**src/shared/pin_port_pkg.sv**
```systemverilog
// What this block does
// - Up to seven host-written pin latches, pin levels readable by the host.
// - Reset and default: open-drain, pull-up on, every latch at one.
// - After reset each pin acts as an input the host can sample.
// - Separate pin states for normal running, suspend, and just after reset.
// - Push-pull pin drives both levels straight from its latch.
// - Open-drain pin drives low on zero, releases to pull-up on one.
// - 28-pin map: pins 0..3 tx toggle, rx toggle, RS-485 direction, wakeup.
// - 20-pin map: pins 0..3 clock, RS-485 direction, tx, rx; 4..6 absent.
// - Dynamic suspend off: latches stay unchanged through suspend.
// - Dynamic suspend on: entering suspend from configured loads suspend values.
// - Leaving suspend with dynamic suspend on restores the pre-suspend latches.
// - Pin group and serial group have their own dynamic-suspend enable and values.
// - Charging enabled: charger port type sets the three charge outputs.
// - Base output allows 100 mA, middle 500 mA, high 1.5 A.
// - In suspend charge outputs drop only for a standard data port.
// - Bus suspend signalling puts the device into suspend.
// - Resume, bus reset, device reset or enabled wakeup pin leave suspend.
package pin_port_pkg;
  localparam int NUM_PINS = 7;
  localparam int SER_PINS = 8;
  // Register byte offsets
  localparam logic [7:0] OFF_LATCH = 8'h00;
  localparam logic [7:0] OFF_MODE = 8'h04;
  localparam logic [7:0] OFF_LEVEL = 8'h08;
  localparam logic [7:0] OFF_SUSP_VAL = 8'h0C;
  localparam logic [7:0] OFF_SER_LATCH = 8'h10;
  localparam logic [7:0] OFF_SER_SUSP = 8'h14;
  localparam logic [7:0] OFF_CTRL = 8'h18;
  localparam logic [7:0] OFF_STATUS = 8'h1C;
  // Values after reset
  localparam logic [6:0] LATCH_RST = 7'h7F;
  localparam logic [6:0] MODE_RST = 7'h00;
  localparam logic [6:0] SUSP_VAL_RST = 7'h7F;
  localparam logic [7:0] SER_LATCH_RST = 8'hFF;
  localparam logic [7:0] SER_SUSP_RST = 8'hFF;
  localparam logic [11:0] CTRL_RST = 12'h000;
  // Control field positions
  localparam int CTRL_DYN_GPIO = 0;
  localparam int CTRL_DYN_SER = 1;
  localparam int CTRL_VAR20 = 2;
  localparam int CTRL_CHG_EN = 3;
  localparam int CTRL_WAKE_EN = 4;
  localparam int CTRL_ALT_LSB = 8;
  localparam int CTRL_ALT_MSB = 11;
  // Status field positions
  localparam int STAT_SUSP = 0;
  localparam int STAT_PORT_LSB = 1;
  localparam int STAT_CHG_LSB = 3;
  typedef enum logic [0:0] {
    ST_ACTIVE = 1'b0,
    ST_SUSPENDED = 1'b1
  } susp_state_t;
  typedef enum logic [1:0] {
    PORT_NONE = 2'b00,
    PORT_SDP = 2'b01,
    PORT_CDP = 2'b10,
    PORT_DCP = 2'b11
  } port_type_t;
  typedef enum logic [2:0] {
    ALT_NONE = 3'b000,
    ALT_TXT = 3'b001,
    ALT_RXT = 3'b010,
    ALT_RS485 = 3'b011,
    ALT_WAKE = 3'b100,
    ALT_CLK = 3'b101,
    ALT_ABSENT = 3'b110
  } alt_t;
endpackage

```
**src/hdl/host_controlled_pin_port.sv**
```systemverilog
module host_controlled_pin_port
  import pin_port_pkg::*;
(
  // Clock, reset, freeze
  input wire logic hclk,
  input wire logic hresetn,
  input wire logic ce,
  // AHB-Lite slave
  input wire logic hsel,
  input wire logic [31:0] haddr,
  input wire logic [1:0] htrans,
  input wire logic hwrite,
  input wire logic [2:0] hsize,
  input wire logic [31:0] hwdata,
  input wire logic hready,
  output logic hreadyout,
  output logic hresp,
  output logic [31:0] hrdata,
  // USB device state events
  input wire logic usb_configured,
  input wire logic usb_suspend_det,
  input wire logic usb_resume_det,
  input wire logic usb_bus_reset,
  input wire logic [1:0] charger_type,
  // Alternate function sources
  input wire logic tx_activity_toggle,
  input wire logic rx_activity_toggle,
  input wire logic rs485_dir,
  input wire logic clk_out_sig,
  // Pins
  input wire logic [NUM_PINS-1:0] gpio_in,
  output logic [NUM_PINS-1:0] gpio_out,
  output logic [NUM_PINS-1:0] gpio_oe,
  output logic [NUM_PINS-1:0] gpio_pullup_en,
  // Serial group latches and suspend state
  output logic [SER_PINS-1:0] ser_latch,
  output logic suspended,
  // Charge select
  output logic charge_base_enable,
  output logic charge_mid_enable,
  output logic charge_high_enable
);

  // Alternate function per pin and package variant
  function automatic alt_t alt_of(input int pin, input logic var20);
    alt_t a;
    a = ALT_NONE;
    case (pin)
      0: a = var20 ? ALT_CLK : ALT_TXT;
      1: a = var20 ? ALT_RS485 : ALT_RXT;
      2: a = var20 ? ALT_TXT : ALT_RS485;
      3: a = var20 ? ALT_RXT : ALT_WAKE;
      default: a = var20 ? ALT_ABSENT : ALT_NONE;
    endcase
    return a;
  endfunction

  // Register select, used by both read and write decode
  function automatic logic hit(input logic [7:0] addr, input logic [7:0] off);
    return addr == off;
  endfunction

  logic [6:0] latch_reg;
  logic [6:0] mode_reg;
  logic [6:0] susp_val_reg;
  logic [6:0] saved_reg;
  logic [7:0] ser_latch_reg;
  logic [7:0] ser_susp_reg;
  logic [7:0] ser_saved_reg;
  logic [11:0] ctrl_reg;
  logic saved_valid_reg;
  logic ser_saved_valid_reg;
  susp_state_t state_reg;
  logic [6:0] sync1_reg;
  logic [6:0] sync2_reg;
  logic [6:0] sync3_reg;
  logic [6:0] level_reg;
  logic [6:0] level_next;
  logic wr_pend_reg;
  logic [7:0] wr_addr_reg;
  logic [31:0] rdata_next;
  logic addr_ok;
  logic wr_latch;
  logic wr_ser;
  logic wake_fall;
  logic enter_susp;
  logic exit_susp;
  logic [6:0] pin_out_next;
  logic [6:0] pin_oe_next;
  logic [6:0] pin_pull_next;

  // Bus handshake: no wait states, but a frozen block holds the bus off
  assign hreadyout = ce;
  assign hresp = 1'b0;
  assign addr_ok = hsel && hready && htrans[1] && ce;
  assign wr_latch = ce && wr_pend_reg && hit(wr_addr_reg, OFF_LATCH);
  assign wr_ser = ce && wr_pend_reg && hit(wr_addr_reg, OFF_SER_LATCH);

  // Address phase capture for writes
  always_ff @(posedge hclk or negedge hresetn) begin
    if (!hresetn) begin
      wr_pend_reg <= 1'b0;
      wr_addr_reg <= 8'h00;
    end else if (ce) begin
      wr_pend_reg <= addr_ok && hwrite;
      wr_addr_reg <= haddr[7:0];
    end
  end

  // Read mux, sampled in the address phase; unmapped offsets read zero
  always_comb begin
    rdata_next = 32'h0000_0000;
    if (hit(haddr[7:0], OFF_LATCH)) rdata_next[6:0] = latch_reg;
    if (hit(haddr[7:0], OFF_MODE)) rdata_next[6:0] = mode_reg;
    if (hit(haddr[7:0], OFF_LEVEL)) rdata_next[6:0] = level_reg;
    if (hit(haddr[7:0], OFF_SUSP_VAL)) rdata_next[6:0] = susp_val_reg;
    if (hit(haddr[7:0], OFF_SER_LATCH)) rdata_next[7:0] = ser_latch_reg;
    if (hit(haddr[7:0], OFF_SER_SUSP)) rdata_next[7:0] = ser_susp_reg;
    if (hit(haddr[7:0], OFF_CTRL)) rdata_next[11:0] = ctrl_reg;
    if (hit(haddr[7:0], OFF_STATUS)) begin
      rdata_next[STAT_SUSP] = state_reg == ST_SUSPENDED;
      rdata_next[STAT_PORT_LSB+:2] = charger_type;
      rdata_next[STAT_CHG_LSB+:3] = {charge_high_enable, charge_mid_enable, charge_base_enable};
    end
  end

  // Read data register
  always_ff @(posedge hclk or negedge hresetn) begin
    if (!hresetn) begin
      hrdata <= 32'h0000_0000;
    end else if (addr_ok && !hwrite) begin
      hrdata <= rdata_next;
    end
  end

  // Configuration registers written by the host
  always_ff @(posedge hclk or negedge hresetn) begin
    if (!hresetn) begin
      mode_reg <= MODE_RST;
      susp_val_reg <= SUSP_VAL_RST;
      ser_susp_reg <= SER_SUSP_RST;
      ctrl_reg <= CTRL_RST;
    end else if (ce && wr_pend_reg) begin
      if (hit(wr_addr_reg, OFF_MODE)) mode_reg <= hwdata[6:0];
      if (hit(wr_addr_reg, OFF_SUSP_VAL)) susp_val_reg <= hwdata[6:0];
      if (hit(wr_addr_reg, OFF_SER_SUSP)) ser_susp_reg <= hwdata[7:0];
      if (hit(wr_addr_reg, OFF_CTRL)) ctrl_reg <= hwdata[11:0];
    end
  end

  // Pin input synchroniser; a change counts once stages two and three agree
  always_ff @(posedge hclk or negedge hresetn) begin
    if (!hresetn) begin
      sync1_reg <= LATCH_RST;
      sync2_reg <= LATCH_RST;
      sync3_reg <= LATCH_RST;
      level_reg <= LATCH_RST;
    end else if (ce) begin
      sync1_reg <= gpio_in;
      sync2_reg <= sync1_reg;
      sync3_reg <= sync2_reg;
      level_reg <= level_next;
    end
  end

  // Accept only agreed values, so a single-cycle glitch never reaches the host
  always_comb begin
    level_next = level_reg;
    for (int i = 0; i < NUM_PINS; i++) begin
      if (sync2_reg[i] == sync3_reg[i]) level_next[i] = sync3_reg[i];
    end
  end

  // Wakeup pin: falling edge, only where pin 3 carries the wakeup function
  assign wake_fall = ctrl_reg[CTRL_WAKE_EN] && !ctrl_reg[CTRL_VAR20]
                     && ctrl_reg[CTRL_ALT_LSB + 3] && level_reg[3] && !level_next[3];
  assign enter_susp = state_reg == ST_ACTIVE && usb_suspend_det;
  assign exit_susp = state_reg == ST_SUSPENDED
                     && (usb_resume_det || usb_bus_reset || wake_fall);

  // Suspend state
  always_ff @(posedge hclk or negedge hresetn) begin
    if (!hresetn) begin
      state_reg <= ST_ACTIVE;
    end else if (ce) begin
      case (state_reg)
        ST_ACTIVE: if (usb_suspend_det) state_reg <= ST_SUSPENDED;
        ST_SUSPENDED: if (exit_susp) state_reg <= ST_ACTIVE;
        default: state_reg <= ST_ACTIVE;
      endcase
    end
  end

  assign suspended = state_reg == ST_SUSPENDED;

  // Pin latches; suspend load and restore take priority over a host write
  always_ff @(posedge hclk or negedge hresetn) begin
    if (!hresetn) begin
      latch_reg <= LATCH_RST;
      saved_reg <= LATCH_RST;
      saved_valid_reg <= 1'b0;
    end else if (ce) begin
      if (enter_susp && usb_configured && ctrl_reg[CTRL_DYN_GPIO]) begin
        saved_reg <= latch_reg;
        latch_reg <= susp_val_reg;
        saved_valid_reg <= 1'b1;
      end else if (exit_susp && saved_valid_reg) begin
        latch_reg <= saved_reg;
        saved_valid_reg <= 1'b0;
      end else if (wr_latch) begin
        latch_reg <= hwdata[6:0];
      end
    end
  end

  // Serial group latches, own enable and own suspend values
  always_ff @(posedge hclk or negedge hresetn) begin
    if (!hresetn) begin
      ser_latch_reg <= SER_LATCH_RST;
      ser_saved_reg <= SER_LATCH_RST;
      ser_saved_valid_reg <= 1'b0;
    end else if (ce) begin
      if (enter_susp && usb_configured && ctrl_reg[CTRL_DYN_SER]) begin
        ser_saved_reg <= ser_latch_reg;
        ser_latch_reg <= ser_susp_reg;
        ser_saved_valid_reg <= 1'b1;
      end else if (exit_susp && ser_saved_valid_reg) begin
        ser_latch_reg <= ser_saved_reg;
        ser_saved_valid_reg <= 1'b0;
      end else if (wr_ser) begin
        ser_latch_reg <= hwdata[7:0];
      end
    end
  end

  assign ser_latch = ser_latch_reg;

  // Per-pin drive: alternate function first, then push-pull or open-drain
  genvar g;
  generate
    for (g = 0; g < NUM_PINS; g++) begin : g_pin
      logic alt_on;
      alt_t kind;
      assign kind = alt_of(g, ctrl_reg[CTRL_VAR20]);
      if (g <= 3) begin : g_alt
        assign alt_on = ctrl_reg[CTRL_ALT_LSB + g];
      end else begin : g_noalt
        assign alt_on = 1'b0;
      end
      always_comb begin
        pin_out_next[g] = latch_reg[g];
        pin_oe_next[g] = mode_reg[g] || !latch_reg[g];
        pin_pull_next[g] = !mode_reg[g];
        if (kind == ALT_ABSENT) begin
          pin_out_next[g] = 1'b0;
          pin_oe_next[g] = 1'b0;
          pin_pull_next[g] = 1'b0;
        end else if (alt_on && kind == ALT_WAKE) begin
          pin_out_next[g] = 1'b1;
          pin_oe_next[g] = 1'b0;
          pin_pull_next[g] = 1'b1;
        end else if (alt_on && kind != ALT_NONE) begin
          pin_oe_next[g] = 1'b1;
          pin_pull_next[g] = 1'b0;
          case (kind)
            ALT_TXT: pin_out_next[g] = tx_activity_toggle;
            ALT_RXT: pin_out_next[g] = rx_activity_toggle;
            ALT_RS485: pin_out_next[g] = rs485_dir;
            ALT_CLK: pin_out_next[g] = clk_out_sig && !suspended;
            default: pin_out_next[g] = latch_reg[g];
          endcase
        end
      end
    end
  endgenerate

  // Pin drive registers; reset leaves every pin released onto its pull-up
  always_ff @(posedge hclk or negedge hresetn) begin
    if (!hresetn) begin
      gpio_out <= LATCH_RST;
      gpio_oe <= 7'h00;
      gpio_pullup_en <= 7'h7F;
    end else if (ce) begin
      gpio_out <= pin_out_next;
      gpio_oe <= pin_oe_next;
      gpio_pullup_en <= pin_pull_next;
    end
  end

  // Charge select from detected port; SDP drops all outputs in suspend
  always_ff @(posedge hclk or negedge hresetn) begin
    if (!hresetn) begin
      charge_base_enable <= 1'b0;
      charge_mid_enable <= 1'b0;
      charge_high_enable <= 1'b0;
    end else if (ce) begin
      if (!ctrl_reg[CTRL_CHG_EN] || charger_type == PORT_NONE
          || (suspended && charger_type == PORT_SDP)) begin
        charge_base_enable <= 1'b0;
        charge_mid_enable <= 1'b0;
        charge_high_enable <= 1'b0;
      end else begin
        charge_base_enable <= 1'b1;
        charge_mid_enable <= 1'b1;
        charge_high_enable <= charger_type != PORT_SDP;
      end
    end
  end

  // Checks
  chk_reset_latch: assert property (@(posedge hclk) $rose(hresetn) |->
    latch_reg == LATCH_RST && gpio_oe == 7'h00 && gpio_pullup_en == 7'h7F)
    else $error("latches or pin drive wrong after reset");
  chk_push_pull: assert property (@(posedge hclk) disable iff (!hresetn)
    ce && !ctrl_reg[CTRL_VAR20] && mode_reg[6]
    |=> gpio_oe[6] && gpio_out[6] == $past(latch_reg[6]))
    else $error("push-pull pin not driving its latch");
  chk_od_release: assert property (@(posedge hclk) disable iff (!hresetn)
    ce && !ctrl_reg[CTRL_VAR20] && !mode_reg[5] && latch_reg[5]
    |=> !gpio_oe[5] && gpio_pullup_en[5])
    else $error("open-drain pin not released at latch one");
  chk_od_low: assert property (@(posedge hclk) disable iff (!hresetn)
    ce && !mode_reg[4] && !latch_reg[4] && !ctrl_reg[CTRL_VAR20]
    |=> gpio_oe[4] && !gpio_out[4])
    else $error("open-drain pin not pulled low at latch zero");
  chk_susp_load: assert property (@(posedge hclk) disable iff (!hresetn)
    ce && enter_susp && usb_configured && ctrl_reg[CTRL_DYN_GPIO]
    |=> latch_reg == $past(susp_val_reg) && suspended)
    else $error("suspend values not loaded on entry");
  chk_susp_hold: assert property (@(posedge hclk) disable iff (!hresetn)
    suspended && !ctrl_reg[CTRL_DYN_GPIO] && !saved_valid_reg && !wr_latch
    |=> latch_reg == $past(latch_reg))
    else $error("latch moved in suspend without dynamic suspend");
  chk_restore: assert property (@(posedge hclk) disable iff (!hresetn)
    ce && exit_susp && saved_valid_reg
    |=> latch_reg == $past(saved_reg) && !suspended)
    else $error("latches not restored on leaving suspend");
  chk_bus_reset_exit: assert property (@(posedge hclk) disable iff (!hresetn)
    ce && suspended && usb_bus_reset |=> !suspended)
    else $error("bus reset did not end suspend");
  chk_charge_sdp: assert property (@(posedge hclk) disable iff (!hresetn)
    ce && suspended && charger_type == PORT_SDP
    |=> !charge_base_enable && !charge_mid_enable && !charge_high_enable)
    else $error("charge outputs left on in suspend at SDP");
  chk_charge_dcp: assert property (@(posedge hclk) disable iff (!hresetn)
    ce && ctrl_reg[CTRL_CHG_EN] && charger_type == PORT_DCP
    |=> charge_base_enable && charge_mid_enable && charge_high_enable)
    else $error("charge outputs wrong for a charging port");
  cov_susp_cycle: cover property (@(posedge hclk) disable iff (!hresetn)
    ce && enter_susp && ctrl_reg[CTRL_DYN_GPIO] ##[1:50] ce && exit_susp);
  cov_wake: cover property (@(posedge hclk) disable iff (!hresetn) ce && wake_fall);
  cov_write_latch: cover property (@(posedge hclk) disable iff (!hresetn) wr_latch);

endmodule

```
**config.mk**
```make
export PLATFORM = sky130hd
export DESIGN_NAME = host_controlled_pin_port
export DESIGN_NICKNAME = d
export VERILOG_FILES = /design/src/shared/pin_port_pkg.sv /design/src/hdl/host_controlled_pin_port.sv
export SDC_FILE = /design/constraint.sdc
export NUM_CORES = 1
export LEC_CHECK = 0
export BUFFER_PORTS_ARGS = -buffer_cell sky130_fd_sc_hd__buf_2
export CAP_MARGIN = 10
export CORE_UTILIZATION = 30
export CTS_CLUSTER_SIZE = 12
export DETAILED_ROUTE_END_ITERATION = 8
export REMOVE_ABC_BUFFERS = 1
export SKIP_CTS_REPAIR_TIMING = 1
export SLEW_MARGIN = 20
export SYNTH_ARGS = -nofsm -noshare
export SYNTH_HDL_FRONTEND = slang
export SYNTH_SLANG_ARGS = --single-unit
```
**constraint.sdc**
```tcl
create_clock -name hclk -period 4.4 [get_ports hclk]
set_input_delay 0.44 -clock hclk [delete_from_list [all_inputs] [get_ports hclk]]
set_output_delay 0.44 -clock hclk [all_outputs]
set_load 0.02 [all_outputs]
```
==> results of run 1 <==
-- through the flow --
stage,util [%],power [mW],instance area (sq um),setup slack (ns)
floorplan,-,1.70,6640,2.18
global placement,33.8,1.86,7490,1.81
detailed placement,33.8,1.87,7490,1.79
CTS,36.3,3.23,8040,1.78
global route,36.3,3.33,8040,1.62
finish,36.3,3.20,8040,1.72
-- cells in the mapped netlist, drive strengths merged (2+ instances only) --
library cell  number
a211oi             2
a21o               2
a21oi             58
a22o              11
a311oi             5
a31oi              8
a32oi              2
and2               3
and3               2
buf               32
clkbuf            25
dfrtp             52
dfstp             87
inv               22
mux2             105
mux2i             18
nand2             26
nand2b            16
nand3             14
nand3b             5
nand4b             3
nor2              50
nor2b              2
nor3               8
nor3b              2
o2111ai            2
o211ai             3
o21ai             28
o22ai              5
or4                3
-- worst max path at each step --
stage                    to  slack, ns  cells after the start
4_1_cts        ser_latch[5]       1.78                      5
3_5_place_dp   ser_latch[5]       1.79                      5
6_report       ser_latch[4]       1.72                      5
5_1_grt        ser_latch[2]       1.62                      5
3_3_place_gp   ser_latch[1]       1.81                      5
2_1_floorplan   ctrl_reg[0]       2.18                      5
-- power by group through the flow --
| stage | combinational [mW] | clock (mW) | sequential [mW] |
|---|---|---|---|
| 2_1_floorplan | 0.169 | 0 | 1.53 |
| 3_3_place_gp | 0.346 | 0 | 1.52 |
| 3_5_place_dp | 0.353 | 0 | 1.52 |
| 4_1_cts | 0.354 | 1.38 | 1.50 |
| 5_1_grt | 0.387 | 1.43 | 1.52 |
| 6_report | 0.350 | 1.35 | 1.50 |
-- per-layer routing --
layer  track usage [%]  vias to the layer above  wire length, um
met3              3.71                       19              993
met4              4.76                        2              227
met1              23.3                     2458             8670
met2              23.5                      158             8030
met5                 0                        -                8
li1                  -                     2298                -
-- cells by family after synthesis --
kind of cell / Yosys count
compound gates: 131
buf+inv: 79
flops: 139
mux: 123
other cells: 1
simple gates: 140
-- cell usage in the layout, fill, tap and decap left out, types with 5 or more instances in the layout --
| cell | n |
|---|---|
| nand2b_1 | 16 |
| nand3_1 | 14 |
| inv_1 | 22 |
| o21ai_0 | 27 |
| nand3b_1 | 5 |
| clkinv_2 | 5 |
| dfstp_2 | 87 |
| a31oi_1 | 8 |
| a21oi_1 | 56 |
| conb_1 | 21 |
| buf_2 | 87 |
| mux2_1 | 15 |
| clkbuf_1 | 5 |
| buf_4 | 7 |
| nor3_1 | 7 |
| mux2_2 | 90 |
| mux2i_1 | 18 |
| dfrtp_1 | 52 |
| a22o_1 | 11 |
| clkbuf_16 | 17 |
| nor2_1 | 50 |
| a311oi_1 | 5 |
| nand2_1 | 26 |
-- cell type report --
type,instances,area (sq um)
flip-flops and latches,139,3590
inverters,22,82.6
repair buffers,95,499
well taps,280,350
fillers,2248,14100
multi-input cells,415,2980
diodes,1,2.50
clock buffers,24,472
clock inverters,8,71.3
-- worst register-to-register path, stage by stage (launching register included) --
cell     delay [ns]
dfrtp_1        0.59
and3b_1        0.30
nand3_1        0.56
o21ai_1        0.19
a21oi_2        0.56
mux2_1         0.40
==> metrics, run 1 <==
GP Congestion=0.793; Core Box Area=22200 sq um; root buffer cell=clkbuf_16; final non-filler cell total=984; Pint=2.36 mW; crit path DAT=3.02 ns; Tcrit/Tclk final=60.9%; # IOs=159; Hold Vio Cnt, Final=0; Via density=5.02; #FFs+latches synth=139; largest net degree at the start of global routing=75; initial antenna violation count=1; Crit Path Class=flip-flop to flip-flop; WL/cell=18.2 um; Compound-Gate Fraction of Synth Area=11.9%; fin. max-slew vios=0; crit-path cells=and3b_1, nand3_1, o21ai_1, a21oi_2, mux2_1; Inserted Clock Buffers=17; hpwl dp=12200 um; R2R Setup Slk=1.72 ns; setup tns final=0 ns; combinational family with the most area after synthesis=multiplexers; routed vias=4935; Clock transition at path regs=0.06 ns; final worst path period need=2.68 ns; Clk network pwr share=42.2%; Synth cell types=51; Mapped Avg Cell Area=11.2 sq um; Seq pwr share=46.9%; GRT Total Usage=16.0%; skew final=0.00740 ns; grt total ovfl=0; number of max-cap violations=0; worst min path class=input pin to asynchronous set/reset pin; H-tree depth=4; placed cells=951; Mapped Cells=613; Lkg Pwr=3.40 nW; Sw Pwr=0.837 mW; # DRC=0; Tightest Pin Transition=0.984 ns; Post-Synth Simple-Gate Area=10.3%; leading area contributor after synthesis=dfstp_2; initial core utilization=31.0%; first-pass GRT wire length=28300 um; full die area=23500 sq um; Worst-Skew Late Latency=0.42 ns; status=complete, no violations; Routed WL=17900 um; Yosys warnings=0; switch share=26.2%; PD cells=397 nW/um^2; maximum clock path buffer count=2; FMAX=0.373 GHz; multiplexer share of the synthesized area=19.8%; Post-Synth Adder-Cell Area=0%; ANT nets after route=0; Comb pwr share=10.9%; share of cells above drive strength 1=44.2%; r2r endpoint=ser_latch[4]; Seq/Total Area, Yosys=52.2%; CP max-delay cell=dfrtp_1; row cnt=54; Final nets=782; Clock Sinks=139; Critical Path End Type=flip-flop; xor-xnor portion of the synthesized cell area=0%; Final Setup Violations=0; synth-to-layout area growth=17.1%; top post-synthesis cells by area=dfstp_2 33%, dfrtp_1 19%, mux2_2 15%; RSZ-0062 raised after global routing=no; critical path's largest stage delay=0.59 ns; Main synth FF type=dfstp_2; critical-path maximum fanout=11; width of the die=153 um; crit start category=flip-flop; vias in the first global route=4734; critical path's top delay family=simple AND/OR/NAND/NOR gates; number of port buffers=89; CTS tree=built; CP bufs+invs=0; Async SR Flop Fraction=100%; die height=153 um; Max IR drop VDD=269 uV; drt pass-1 iters=5; RR Startpoint=suspended; Mapped Area=6870 sq um; share of the synthesized area in the top cell type=33.3%; DR iter-0 viols=258; number of synthesized flops with an enable pin=0; WP data required=4.74 ns; Worst Reg-to-Reg Cells=5; max_slew headroom=33.9%; worst setup path start=suspended; WHS=0.0423 ns
No activity file was read; power rests on OpenSTA's default activity.
==> run 2, diff against run 1 <==
==> constraint.sdc (replaced) <==
create_clock -name hclk -period 2.3 [get_ports hclk]
set_input_delay 0.23 -clock hclk [delete_from_list [all_inputs] [get_ports hclk]]
set_output_delay 0.23 -clock hclk [all_outputs]
set_load 0.02 [all_outputs]
==> metrics, run 2 (synthesis gave the netlist of run 1 again) <==
status=complete, no violations; synth-to-layout area growth=21.0%; CP dominant cell by count=or4_4; FMAX=0.445 GHz (+19%); PD cells=729 nW/um^2 (+84%); crit start category=flip-flop; vias in the first global route=4806 (+1.5%); max_slew headroom=58.6% (+25 points); WL/cell=17.7 um (-2.8%); Critical Path End Type=flip-flop; Core Box Area=22200 sq um (unchanged); crit path DAT=2.60 ns (-0.42 ns); critical path's top delay family=simple AND/OR/NAND/NOR gates; RSZ-0062 raised after global routing=yes; # DRC=0 (unchanged); GRT Total Usage=15.7% (-0.33 points); fin util=37.5% (+1.2 points); Crit Path Class=flip-flop to flip-flop; CP max-delay cell=or4_4; Clk network pwr share=41.2% (-1.0 points); HP Start=hwdata[10]; Tcrit/Tclk final=97.8% (+37 points); root buffer cell=clkbuf_16; H-tree depth=4 (unchanged); final worst path period need=2.25 ns (-0.432 ns); # IOs=159 (unchanged); Routed WL=17900 um (-0.28%); Seq pwr share=47.3% (+0.4 points); RR Startpoint=wr_addr_reg[0]; r2r endpoint=latch_reg[1]; initial antenna violation count=3 (+2); hold path depth=2; Final Setup Violations=0 (unchanged); crit-path cells=or4_4, or4_4, o31ai_4, a21oi_4, mux2_1; CP bufs+invs=0 (unchanged); Worst Reg-to-Reg Cells=5 (unchanged); skew final=0.00719 ns (-0.000208 ns); drt pass-1 iters=4 (-1); Tightest Pin Transition=0.619 ns (-0.365 ns); ANT nets after route=0 (unchanged); initial core utilization=31.0% (unchanged); Final nets=807 (+3.2%); Hold Vio Cnt, Final=0 (unchanged); Comb pwr share=11.4% (+0.5 points); most frequent standard cell in the layout excluding fill and tap cells=mux2_2; Inserted Clock Buffers=17 (unchanged); grt total ovfl=0 (unchanged); row cnt=54 (unchanged); width of the die=153 um (unchanged); number of max-cap violations=0 (unchanged); number of port buffers=89 (unchanged); switch share=27.4% (+1.2 points); GP Congestion=0.804 (+1.3%); full die area=23500 sq um (unchanged); hold path endpoint=ctrl_reg[10]; Via density=4.89 (-2.6%); Sw Pwr=1.66 mW (+98%); largest net degree at the start of global routing=74 (-1.3%); Power Total=6.06 mW (+90%); maximum clock path buffer count=2 (unchanged); die height=153 um (unchanged); commonest non-fill, non-tap cells in the layout=90 x mux2_2, 87 x dfstp_2, 87 x buf_2; Worst-Skew Late Latency=0.43 ns (about the same); share of cells above drive strength 1=46.4% (+2.2 points); Pint=4.40 mW (+86%); Max IR drop VDD=422 uV (+57%); first-pass GRT wire length=28000 um (-1.2%); WP data required=2.66 ns (-2.08 ns); Lkg Pwr=3.53 nW (+3.7%); fin. max-slew vios=0 (unchanged); critical path's largest stage delay=0.56 ns (-0.03 ns); Clock Sinks=139 (unchanged); worst min path class=input pin to flip-flop; DR iter-0 viols=253 (-1.9%); Clock transition at path regs=0.06 ns (about the same); R2R Setup Slk=0.05 ns (-1.67 ns); critical-path maximum fanout=7 (-4); routed vias=4936 (+0.020%); hpwl dp=12600 um (+3.6%); CTS tree=built
run 2: power by group through the flow:
stage / combinational [mW] / clock, mW / sequential, mW
finish: 0.692 / 2.50 / 2.87
global route: 0.767 / 2.66 / 2.89
CTS: 0.696 / 2.55 / 2.87
detailed placement: 0.693 / 0 / 2.91
global placement: 0.682 / 0 / 2.90
floorplan: 0.324 / 0 / 2.92
run 2: worst max-delay path by stage:
stage | cells after the start | to | slack (ns) | startpoint
2_1_floorplan | 5 | ctrl_reg[0] | 0.08 | wr_addr_reg[0]
6_report | 5 | latch_reg[1] | 0.05 | wr_addr_reg[0]
3_3_place_gp | 5 | latch_reg[0] | 0.08 | wr_addr_reg[0]
4_1_cts | 5 | ser_latch[3] | -0.002 | wr_addr_reg[0]
3_5_place_dp | 5 | ser_latch[3] | 0.03 | wr_addr_reg[0]
5_1_grt | 6 | ser_latch[3] | -0.009 | level_reg[3]
run 2: routing by layer:
metal	global-route usage, %	wire length, um
met5	0	8
met1	21.7	8320
met3	4.25	1160
met2	23.8	8110
met4	5.00	284
run 2: per-stage QoR:
step                      setup WS [ns]  hold slack [ns]  cell area, sq um  setup TNS [ns]  cells
after global routing           -0.00889           0.0239              8310         -0.0163   1009
after global placement           0.0832            0.251              7730               0    975
after floorplan                  0.0752          -0.0656              6640               0    576
after CTS                      -0.00158           -0.205              8270        -0.00158   1007
final                            0.0516           0.0286              8310               0   1010
after detailed placement         0.0267            0.251              7730               0    975
run 2: worst register-to-register path: cells and delay by family, from the launching register on:
family	cells	cell delay, ns
flip-flops	1	0.38
multiplexers	1	0.35
AND/OR/NAND/NOR	2	1.11
AO/OA/AOI/OAI	2	0.34
run 2: area by class of cell:
| class | instances | area, sq um |
|---|---|---|
| inverter | 22 | 82.6 |
| sequential | 139 | 3590 |
| fill | 2207 | 13900 |
| antenna | 2 | 5.00 |
| multi-input combinational | 415 | 2990 |
| clock inverter | 13 | 95.1 |
| timing repair buffer | 120 | 752 |
| clock buffer | 19 | 443 |
| tap | 280 | 350 |
